==> config.mk <==
export PLATFORM = sky130hd
export DESIGN_NAME = oac_top
export DESIGN_NICKNAME = d
export VERILOG_FILES = /design/src/rtl/oac_pkg.sv /design/src/rtl/oac_div_sync.sv /design/src/rtl/oac_src_mux.sv /design/src/rtl/oac_top.sv
export VERILOG_INCLUDE_DIRS = /design/src /design/src/rtl
export SDC_FILE = /design/constraint.sdc
export NUM_CORES = 1
export LEC_CHECK = 0
export ABC_AREA = 0
export BUFFER_PORTS_ARGS = -buffer_cell sky130_fd_sc_hd__buf_2
export CAP_MARGIN = 15
export CORE_ASPECT_RATIO = 0.75
export CORE_MARGIN = 5
export CORE_UTILIZATION = 30
export DETAILED_ROUTE_END_ITERATION = 16
export PLACE_DENSITY = 0.58
export SYNTH_ARGS = -nofsm -noshare
export SYNTH_HDL_FRONTEND = slang
export SYNTH_SLANG_ARGS = --single-unit
==> constraint.sdc <==
create_clock -name mclk -period 14.8 [get_ports mclk]
set_input_delay 0.74 -clock mclk [delete_from_list [all_inputs] [get_ports mclk]]
set_output_delay 0.74 -clock mclk [all_outputs]
set_load 0.05 [all_outputs]
==> src/rtl/oac_regs.svh <==
// constant definitions for output source and analog pll control
// assumes byte-wide registers on a 16-bit byte address port
`ifndef OAC_REGS_SVH
`define OAC_REGS_SVH

// ----------------------------------------
// register addresses
// ----------------------------------------
`define OAC_ADDR_SYNC        16'h00A8
`define OAC_ADDR_SEL45       16'h00A9
`define OAC_ADDR_SEL67       16'h00AA
`define OAC_ADDR_CPLF        16'h00AC
`define OAC_ADDR_SYNLK       16'h00AD
`define OAC_ADDR_VCO1        16'h00AE
`define OAC_ADDR_VCO2        16'h00AF
`define OAC_NUM_REGS         7

// ----------------------------------------
// reset values
// ----------------------------------------
`define OAC_RST_SYNC         8'h00
`define OAC_RST_SEL45        8'h20
`define OAC_RST_SEL67        8'h50
`define OAC_RST_CPLF         8'h8B
`define OAC_RST_SYNLK        8'h02
`define OAC_RST_VCO1         8'h2B
`define OAC_RST_VCO2         8'h00
`define OAC_RD_UNMAPPED      8'h00

// ----------------------------------------
// field positions
// ----------------------------------------
`define OAC_SYNC_BIT         3
`define OAC_SEL_LO           2:0
`define OAC_SEL_HI           6:4
`define OAC_CP_CUR           7:5
`define OAC_LF_RS            4:3
`define OAC_LF_CP            2:1
`define OAC_LF_POLE          0
`define OAC_SYNTHESIZER_MODE_BIT     3
`define OAC_LOCK_ACC_BIT     1
`define OAC_LOCK_MAN_BIT     0
`define OAC_VCO_CHOICE_BIT   5
`define OAC_LOCK_CODE        4:0

// ----------------------------------------
// source codes and scaling
// ----------------------------------------
`define OAC_SRC_PLL          3'h0
`define OAC_SRC_OUT2         3'h2
`define OAC_SRC_OUT3         3'h3
`define OAC_SRC_REF0         3'h4
`define OAC_SRC_REF1         3'h5
`define OAC_SRC_XTAL         3'h7
`define OAC_CP_STEP_UA       10'h06E
`define OAC_CP_CODE_ONE      10'h001
`define OAC_CP_PAD           7'h00

`endif

==> src/rtl/oac_pkg.sv <==
// types shared by the output source and analog pll control block
// assumes the constants header is included by the modules themselves
package oac_pkg;

  // ----------------------------------------
  // register port request
  // ----------------------------------------
  typedef struct packed {
    logic        wr;
    logic        rd;
    logic [15:0] addr;
    logic [7:0]  wdata;
  } oac_reg_req_type;

  // one-hot source route per output
  typedef struct packed {
    logic pll;
    logic out2;
    logic out3;
    logic ref0;
    logic ref1;
    logic xtal;
  } oac_src_route_type;

  // ----------------------------------------
  // divider sync control
  // ----------------------------------------
  typedef enum logic [2:0] {
    SYNC_RUN     = 3'h1,
    SYNC_HOLD    = 3'h2,
    SYNC_RELEASE = 3'h4
  } oac_sync_state_type;

  typedef struct packed {
    logic div_reset;
    logic release_pulse;
    logic coarse_clear;
    logic fine_apply;
  } oac_div_ctl_type;

  // ----------------------------------------
  // analog pll settings
  // ----------------------------------------
  typedef struct packed {
    logic [2:0] charge_pump_current;
    logic [9:0] charge_pump_ua;
    logic [1:0] loop_series_resistor;
    logic [1:0] loop_parallel_capacitor;
    logic       loop_second_pole;
    logic       lock_count_accuracy;
    logic       lock_manual_override;
    logic       manual_vco_choice;
    logic [4:0] lock_code;
    logic       synthesizer_mode;
  } oac_apll_cfg_type;

endpackage : oac_pkg

==> src/rtl/oac_div_sync.sv <==
// output divider hold and release sequencing
// assumes sync_next is the value the sync bit takes at this edge
`timescale 1ns/1ps
`include "oac_regs.svh"
module oac_div_sync (
  // clock, reset, enable
  input  wire logic                     mclk,
  input  wire logic                     srst,
  input  wire logic                     ce,
  // sync bit, next state
  input  wire logic                     sync_next,
  // divider control
  output oac_pkg::oac_div_ctl_type      div_ctl
);

  oac_pkg::oac_sync_state_type state_reg;
  oac_pkg::oac_sync_state_type state_next;

  always_comb begin
    case (state_reg)
      oac_pkg::SYNC_RUN:
        state_next = sync_next ? oac_pkg::SYNC_HOLD : oac_pkg::SYNC_RUN;
      oac_pkg::SYNC_HOLD:
        state_next = sync_next ? oac_pkg::SYNC_HOLD : oac_pkg::SYNC_RELEASE;
      oac_pkg::SYNC_RELEASE:
        state_next = sync_next ? oac_pkg::SYNC_HOLD : oac_pkg::SYNC_RUN;
      default:
        state_next = oac_pkg::SYNC_RUN;
    endcase
  end

  always_ff @(posedge mclk) begin
    if (srst)
      state_reg <= oac_pkg::SYNC_RUN;
    else if (ce)
      state_reg <= state_next;
  end

  // every divider leaves reset at the same edge; coarse clear and
  // fine apply ride on that single release cycle
  assign div_ctl.div_reset     = (state_reg == oac_pkg::SYNC_HOLD);
  assign div_ctl.release_pulse = (state_reg == oac_pkg::SYNC_RELEASE);
  assign div_ctl.coarse_clear  = (state_reg == oac_pkg::SYNC_RELEASE);
  assign div_ctl.fine_apply    = (state_reg == oac_pkg::SYNC_RELEASE);

endmodule : oac_div_sync

==> src/rtl/oac_src_mux.sv <==
// decodes the four output source select fields into one-hot routes
// assumes select values arrive as next-state values from the register file
`timescale 1ns/1ps
`include "oac_regs.svh"
module oac_src_mux (
  // clock, reset, enable
  input  wire logic                  mclk,
  input  wire logic                  srst,
  input  wire logic                  ce,
  // selects, next state
  input  wire logic [3:0][2:0]       sel_next,
  // routes
  output oac_pkg::oac_src_route_type route [4],
  output logic      [3:0]            sel_reserved
);

  genvar g;
  generate
    for (g = 0; g < 4; g++) begin : g_out
      oac_pkg::oac_src_route_type dec;
      wire logic [2:0] s = sel_next[g];
      // reserved codes leave the output with no source at all
      assign dec.pll  = (s == `OAC_SRC_PLL);
      assign dec.out2 = (s == `OAC_SRC_OUT2);
      assign dec.out3 = (s == `OAC_SRC_OUT3);
      assign dec.ref0 = (s == `OAC_SRC_REF0);
      assign dec.ref1 = (s == `OAC_SRC_REF1);
      assign dec.xtal = (s == `OAC_SRC_XTAL);
      wire logic none = ~|dec;

      always_ff @(posedge mclk) begin
        if (srst) begin
          route[g]        <= '0;
          sel_reserved[g] <= 1'b0;
        end else if (ce) begin
          route[g]        <= dec;
          sel_reserved[g] <= none;
        end
      end
    end
  endgenerate

endmodule : oac_src_mux

==> src/rtl/oac_top.sv <==
// output source selection and analog pll configuration registers
// assumes a byte-wide register port on mclk, driven by on-chip logic
// (the serial bus front end), so no input synchronisers are needed
`timescale 1ns/1ps
`include "oac_regs.svh"
module oac_top (
  // clock, reset, enable
  input  wire logic                      mclk,
  input  wire logic                      srst,
  input  wire logic                      ce,
  // register port
  input  wire oac_pkg::oac_reg_req_type  reg_req,
  output logic      [7:0]                reg_rdata,
  output logic                           reg_rvalid,
  // output source routes, outputs 4 to 7
  output oac_pkg::oac_src_route_type     out_route [4],
  output logic      [3:0]                out_sel_reserved,
  // divider sync
  output oac_pkg::oac_div_ctl_type       div_ctl,
  // analog pll
  output oac_pkg::oac_apll_cfg_type      apll_cfg
);

  // ----------------------------------------
  // register table
  // ----------------------------------------
  localparam logic [15:0] REG_ADDR [`OAC_NUM_REGS] = '{
    `OAC_ADDR_SYNC, `OAC_ADDR_SEL45, `OAC_ADDR_SEL67, `OAC_ADDR_CPLF,
    `OAC_ADDR_SYNLK, `OAC_ADDR_VCO1, `OAC_ADDR_VCO2};
  localparam logic [7:0] REG_RST [`OAC_NUM_REGS] = '{
    `OAC_RST_SYNC, `OAC_RST_SEL45, `OAC_RST_SEL67, `OAC_RST_CPLF,
    `OAC_RST_SYNLK, `OAC_RST_VCO1, `OAC_RST_VCO2};

  localparam int I_SYNC  = 0;
  localparam int I_SEL45 = 1;
  localparam int I_SEL67 = 2;
  localparam int I_CPLF  = 3;
  localparam int I_SYNLK = 4;
  localparam int I_VCO1  = 5;
  localparam int I_VCO2  = 6;

  logic [7:0]                cfg_reg  [`OAC_NUM_REGS];
  logic [7:0]                cfg_next [`OAC_NUM_REGS];
  logic [`OAC_NUM_REGS-1:0]  hit;

  // ----------------------------------------
  // storage, one entry per register
  // ----------------------------------------
  // reserved bits are stored as written; software keeps them zero
  genvar i;
  generate
    for (i = 0; i < `OAC_NUM_REGS; i++) begin : g_reg
      assign hit[i]      = (reg_req.addr == REG_ADDR[i]);
      wire logic wr_hit  = reg_req.wr & hit[i];
      assign cfg_next[i] = wr_hit ? reg_req.wdata : cfg_reg[i];

      always_ff @(posedge mclk) begin
        if (srst)
          cfg_reg[i] <= REG_RST[i];
        else if (ce)
          cfg_reg[i] <= cfg_next[i];
      end
    end
  endgenerate

  // ----------------------------------------
  // read path
  // ----------------------------------------
  logic [7:0] rd_mux;

  always_comb begin
    rd_mux = `OAC_RD_UNMAPPED;
    for (int k = 0; k < `OAC_NUM_REGS; k++) begin
      if (hit[k])
        rd_mux = cfg_reg[k];
    end
  end

  always_ff @(posedge mclk) begin
    if (srst) begin
      reg_rdata  <= `OAC_RD_UNMAPPED;
      reg_rvalid <= 1'b0;
    end else if (ce) begin
      reg_rdata  <= reg_req.rd ? rd_mux : reg_rdata;
      reg_rvalid <= reg_req.rd;
    end
  end

  // ----------------------------------------
  // output source select
  // ----------------------------------------
  // decoding the next value keeps the route in step with the stored field
  wire logic [3:0][2:0] sel_next = {
    cfg_next[I_SEL67][`OAC_SEL_HI], cfg_next[I_SEL67][`OAC_SEL_LO],
    cfg_next[I_SEL45][`OAC_SEL_HI], cfg_next[I_SEL45][`OAC_SEL_LO]};

  oac_src_mux u_src_mux (
    .mclk         (mclk),
    .srst         (srst),
    .ce           (ce),
    .sel_next     (sel_next),
    .route        (out_route),
    .sel_reserved (out_sel_reserved)
  );

  // ----------------------------------------
  // divider sync
  // ----------------------------------------
  oac_div_sync u_div_sync (
    .mclk      (mclk),
    .srst      (srst),
    .ce        (ce),
    .sync_next (cfg_next[I_SYNC][`OAC_SYNC_BIT]),
    .div_ctl   (div_ctl)
  );

  // ----------------------------------------
  // analog pll settings
  // ----------------------------------------
  wire logic [7:0] cplf  = cfg_next[I_CPLF];
  wire logic [7:0] synlk = cfg_next[I_SYNLK];
  wire logic [7:0] vco1  = cfg_next[I_VCO1];
  wire logic [7:0] vco2  = cfg_next[I_VCO2];

  wire logic [2:0] cp_code = cplf[`OAC_CP_CUR];
  // equal steps: (code + 1) x step, so 110 uA at 000 and 880 uA at 111
  wire logic [9:0] cp_ua = 10'(({`OAC_CP_PAD, cp_code} + `OAC_CP_CODE_ONE)
                                * `OAC_CP_STEP_UA);
  wire logic       vco_choice = vco1[`OAC_VCO_CHOICE_BIT];
  wire logic [4:0] chosen_code = vco_choice ? vco1[`OAC_LOCK_CODE]
                                            : vco2[`OAC_LOCK_CODE];

  oac_pkg::oac_apll_cfg_type apll_next;

  assign apll_next.charge_pump_current     = cp_code;
  assign apll_next.charge_pump_ua          = cp_ua;
  assign apll_next.loop_series_resistor    = cplf[`OAC_LF_RS];
  assign apll_next.loop_parallel_capacitor = cplf[`OAC_LF_CP];
  assign apll_next.loop_second_pole        = cplf[`OAC_LF_POLE];
  assign apll_next.lock_count_accuracy     = synlk[`OAC_LOCK_ACC_BIT];
  assign apll_next.lock_manual_override    = synlk[`OAC_LOCK_MAN_BIT];
  assign apll_next.manual_vco_choice       = vco_choice;
  assign apll_next.lock_code               = chosen_code;
  assign apll_next.synthesizer_mode        = synlk[`OAC_SYNTHESIZER_MODE_BIT];

  // registered so the analog side never sees decode glitches
  always_ff @(posedge mclk) begin
    if (srst)
      apll_cfg <= '0;
    else if (ce)
      apll_cfg <= apll_next;
  end

endmodule : oac_top

Yosys cells after proc, flatten, opt, wreduce, memory -nomap -nowiden

Memories as Yosys holds them, arrays and structs flattened.
Cells that the tools add are included.

Bits in registers: 66
Bits in latches: 0
Memory bits (writable): 56
Memory bits (read-only): 0
Logic and storage cells: 132
Memories: 1

Memory list:

| name    | words | bits a word | read ports | clocked after memory_dff | wr ports | line          | source |
|---|---|---|---|---|---|---|---|
| cfg_reg | 7     | 8           | 7          | 0                        | 7        | oac_top.sv:42 | `` logic [7:0] cfg_reg [`OAC_NUM_REGS]; `` |

$add $sub $neg: 1
Multiply operators: 1
Divide/modulo/power cells: 0
$lt $le $gt $ge: 0
Equality and inequality tests: 30
Shifts and indexed selects: 0
Multiplexer cells: 30
Bitwise gates (word level): 14
Reduce and logical (&&, ||, !) cells: 14

Operators by type and width:

| operator            | count |
|---|---|
| $mux 8              | 21 |
| $eq 16x8->1 const B | 7 |
| $eq 3x3->1 const B  | 13 |
| $eq 3x2->1 const B  | 9 |
| $reduce_or 6->1     | 4 |
| $logic_not 3->1     | 4 |
| $mul 4x6->9 const B | 1 |
| $and 1x1->1         | 7 |
| $or 1x1->1          | 7 |
| $pmux 3 s2          | 1 |
| $mux 1              | 5 |
| $mux 5              | 1 |
| $add 3x1->4 const B | 1 |
| $logic_not 1->1     | 4 |
| $eq 3x1->1 const B  | 1 |
| $mux 3              | 1 |
| $mux 2              | 1 |
| $reduce_and 2->1    | 1 |
| $reduce_or 2->1     | 1 |

Logic depth before layout (Yosys ltp)

Depth after elaboration: 8
Depth in mapped cells: 19

By module

A second synthesis with hierarchy kept.

Cell total of the unflattened synthesis: 615
Area total of the unflattened synthesis: 6213.5 um^2

Modules (own cells, without submodules):

| module       | instances | cells an instance | area each (um^2) | sequential area each (um^2) |
|---|---|---|---|---|
| oac_top      | 1         | 468               | 4789.6           | 2382.3 |
| oac_src_mux  | 1         | 125               | 1214.9           | 560.5 |
| oac_div_sync | 1         | 22                | 209.0            | 60.1 |

Worst setup path before layout

Ideal clock, no wire load.

Path kind: in2reg
Start: input port reg_req[23] (netlist bit)
End: register apll_cfg[21] (netlist bit)
Arrival time: 5.337 ns
Setup slack: 9.383 ns
Stages on the path: 19
Cell sequence: or4_4 -> or3_1 -> buf_6 -> nor2_8 -> mux2i_1 -> inv_1 -> ha_1 -> xnor2_1 -> inv_1 -> fa_1 -> fa_1 -> inv_1 -> ha_1 -> a21oi_1 -> a21boi_0 -> o22a_1 -> a211o_1 -> xnor2_1 -> a211oi_2

RTL lines:

| what                   | line           | source |
|---|---|---|
| start: declaration     | oac_top.sv:12  | `input wire oac_pkg::oac_reg_req_type reg_req,` |
| end signal: assignment | oac_top.sv:151 | `apll_cfg <= apll_next;` |
| end: declaration       | oac_top.sv:21  | `output oac_pkg::oac_apll_cfg_type apll_cfg` |

==> metrics <==
status finished clean; # Max-Cap Violations 0; ant diodes 0; cell area after synthesis 0.006103 mm2; final setup fails 0; Hold Path Origin apll_cfg[0]; routed len/inst 19.36 um; FF-to-FF Start cfg_reg[3][6]; Max VDD drop 0.06376 mV; syn avg cell area 9.828 um2; Final Cycle Share 0.3853; die area 0.02333 mm2; class of the worst hold path flip-flop to flip-flop; WP data arrival 6050 ps; Post-CTS Setup Bufs 0; initial antenna violation count 0; worst-margin pin slew 1000 ps; Post-DP Area 0.006795 mm2; WS Path Type input port to flip-flop; H-tree lvl count 4; Resize count post-CTS 0; largest net degree at the start of global routing 40; dpl cells 944; num rows 45; final-layout fill cell count 2047; register area share after synthesis 0.4920; CTS tree built; share of cells above drive strength 1 0.2187; Hold Path Depth 1; Fmax achieved 0.1754 GHz; Tmin final 5702 ps; RR Endpoint apll_cfg[21]; commonest non-fill, non-tap cell in the layout buf_2; post-route cell area 0.007426 mm2; Vias per Instance 5.407; IO Port Bufs 95; Slew HR 0.3282; Die X 174.7 um; clk_lat worst skew 420 ps; WHS Endpoint apll_cfg[0]; GR Util All Layers 0.1623; RSZ-0062 raised after global routing false; TNS Setup 0 ps; Worst setup SP type input port; Die Y 133.5 um; met2 Use GR 0.2355; EDFF count, synth 56; Critical Path RT 15140 ps; initial core utilization 0.3036; skew final 7.906 ps; GRT busiest layer met1; flip-flop count of the largest register after layout 56; GPL Wtd Cong 0.8256; met3 usage 0.04199; clock tree sinks 122; number of synthesized register bits 122; synth warn 0; P_leak 0.002974 uW; Tot Pwr 923.5 uW; drt total wl 18900 um; clock buffer count from CTS 17; post-synthesis cell count 621; CTS Root Buffer Type clkbuf_16; DRT Pass-1 Iters 5; r2r setup slk 10610 ps; main flop type after synthesis dfxtp_1; Crit Path Max Fanout 10; Top-Level Pins 97; Syn-to-layout area delta 21.67%; met1 Track Usage GR 0.2394; Residual DRC 0; Fin. Hold Viols 0; vias in the first global route 5078; nets@finish 746; Cell Pwr Density 124.4 mW/mm2; # hold bufs at CTS 0; Detail Placement HPWL 13450 um; first-pass GRT wire length 29570 um; Worst-path clk slew 60 ps; Post-synth ARST share 0; core area 0.02010 mm2; total grt overflow 0; library cells used by synthesis 67; Post-DRT Antenna Nets 0; R2R depth 15; via count 5277; commonest non-fill, non-tap cells in the layout buf_2, nand2_1, dfxtp_1; fin cells 976; CP endpoint kind flip-flop; fin. max-slew vios 0; Synth Net Count 662; initial DRC count 491; Max Root-Sink Buffers 2
[kinds of logic after synthesis]
family | share of synthesized area
adder cells (fa/ha/maj) | 0.02829
AO/OA/AOI/OAI | 0.1855
AND/OR/NAND/NOR | 0.1915
buffers and inverters | 0.03813
multiplexers | 0.05535
XOR/XNOR | 0.008610
other | 0.0006144
flip-flops | 0.4920
[where the power goes]
| part | internal, uW | switching (uW) | total (uW) |
|---|---|---|---|
| sequential | 368 | 9.94 | 378 |
| combinational | 32.5 | 76.3 | 109 |
| clock | 280 | 157 | 437 |
[worst max-delay path by stage]
stage / from / end / slack, ps / depth (start not counted)
6_report: reg_req[23] / apll_cfg[21] / 9100 / 19
5_1_grt: reg_req[23] / apll_cfg[21] / 8820 / 19
4_1_cts: reg_req[23] / apll_cfg[21] / 9110 / 19
3_5_place_dp: reg_req[23] / apll_cfg[21] / 8720 / 19
3_3_place_gp: reg_req[23] / apll_cfg[21] / 8900 / 19
2_1_floorplan: reg_req[23] / apll_cfg[21] / 9380 / 19
[cell type report]
| type | count | area, um2 | area share |
|---|---|---|---|
| multi-input combinational | 444 | 2870 | 0.3865 |
| clock inverter | 7 | 70.07 | 0.009436 |
| timing repair buffer | 103 | 535.5 | 0.07211 |
| sequential | 122 | 3003 | 0.4044 |
| inverter | 17 | 63.81 | 0.008593 |
| clock buffer | 25 | 560.5 | 0.07548 |
| tap | 258 | 322.8 | 0.04347 |
[per-layer routing]
| metal | up-vias | part of all wire |
|---|---|---|
| met1 | 2583 | 0.48 |
| li1 | 2472 | - |
| met4 | 0 | 0.013 |
| met2 | 198 | 0.43 |
| met3 | 24 | 0.071 |
| met5 | - | 0 |
[cell usage after synthesis, drive strengths merged, types with 3 or more instances]
library cell,number,area share
ha,9,0.018
a32o,6,0.0098
o31ai,16,0.020
nand3,18,0.015
a311oi,4,0.0057
and3,6,0.0062
a221oi,8,0.011
a211oi,7,0.0094
a21o,8,0.0098
nand2b,9,0.0092
a31oi,7,0.0072
xnor2,5,0.0072
nor2,62,0.041
a21oi,16,0.013
nor3,18,0.016
nor3b,4,0.0049
fa,3,0.0098
a22o,16,0.023
dfxtp,66,0.22
a22oi,8,0.0098
or3,5,0.0051
nand3b,7,0.0086
nor4,6,0.0086
and2,15,0.015
or2,5,0.0051
o221ai,7,0.010
mux2,3,0.0061
nand2,69,0.042
clkbuf,28,0.017
edfxtp,56,0.28
a31o,3,0.0043
mux2i,30,0.049
o22ai,4,0.0041
buf,10,0.010
inv,17,0.010
nand4,3,0.0031
o21ai,35,0.029
[metrics by stage]
stage | util | hold slack [ps] | setup WS [ps]
finish | 0.3694 | 447.1 | 9098
global route | 0.3694 | 470.7 | 8823
CTS | 0.3694 | 454.8 | 9105
detailed placement | 0.3381 | 436.0 | 8717
global placement | 0.3381 | 430.6 | 8898
floorplan | - | 486.0 | 9383
[critical path, stage by stage]
cell	delay, ps
buf_2	100
or4_4	570
or3_1	580
nor2_8	310
mux2i_1	440
inv_1	140
ha_1	220
xnor2_1	280
inv_1	130
fa_1	390
fa_1	480
inv_1	40
ha_1	330
a21oi_1	230
a21boi_0	200
o22a_1	220
a211o_1	300
xnor2_1	140
a211oi_2	200
No activity file was read; power rests on OpenSTA's default activity.
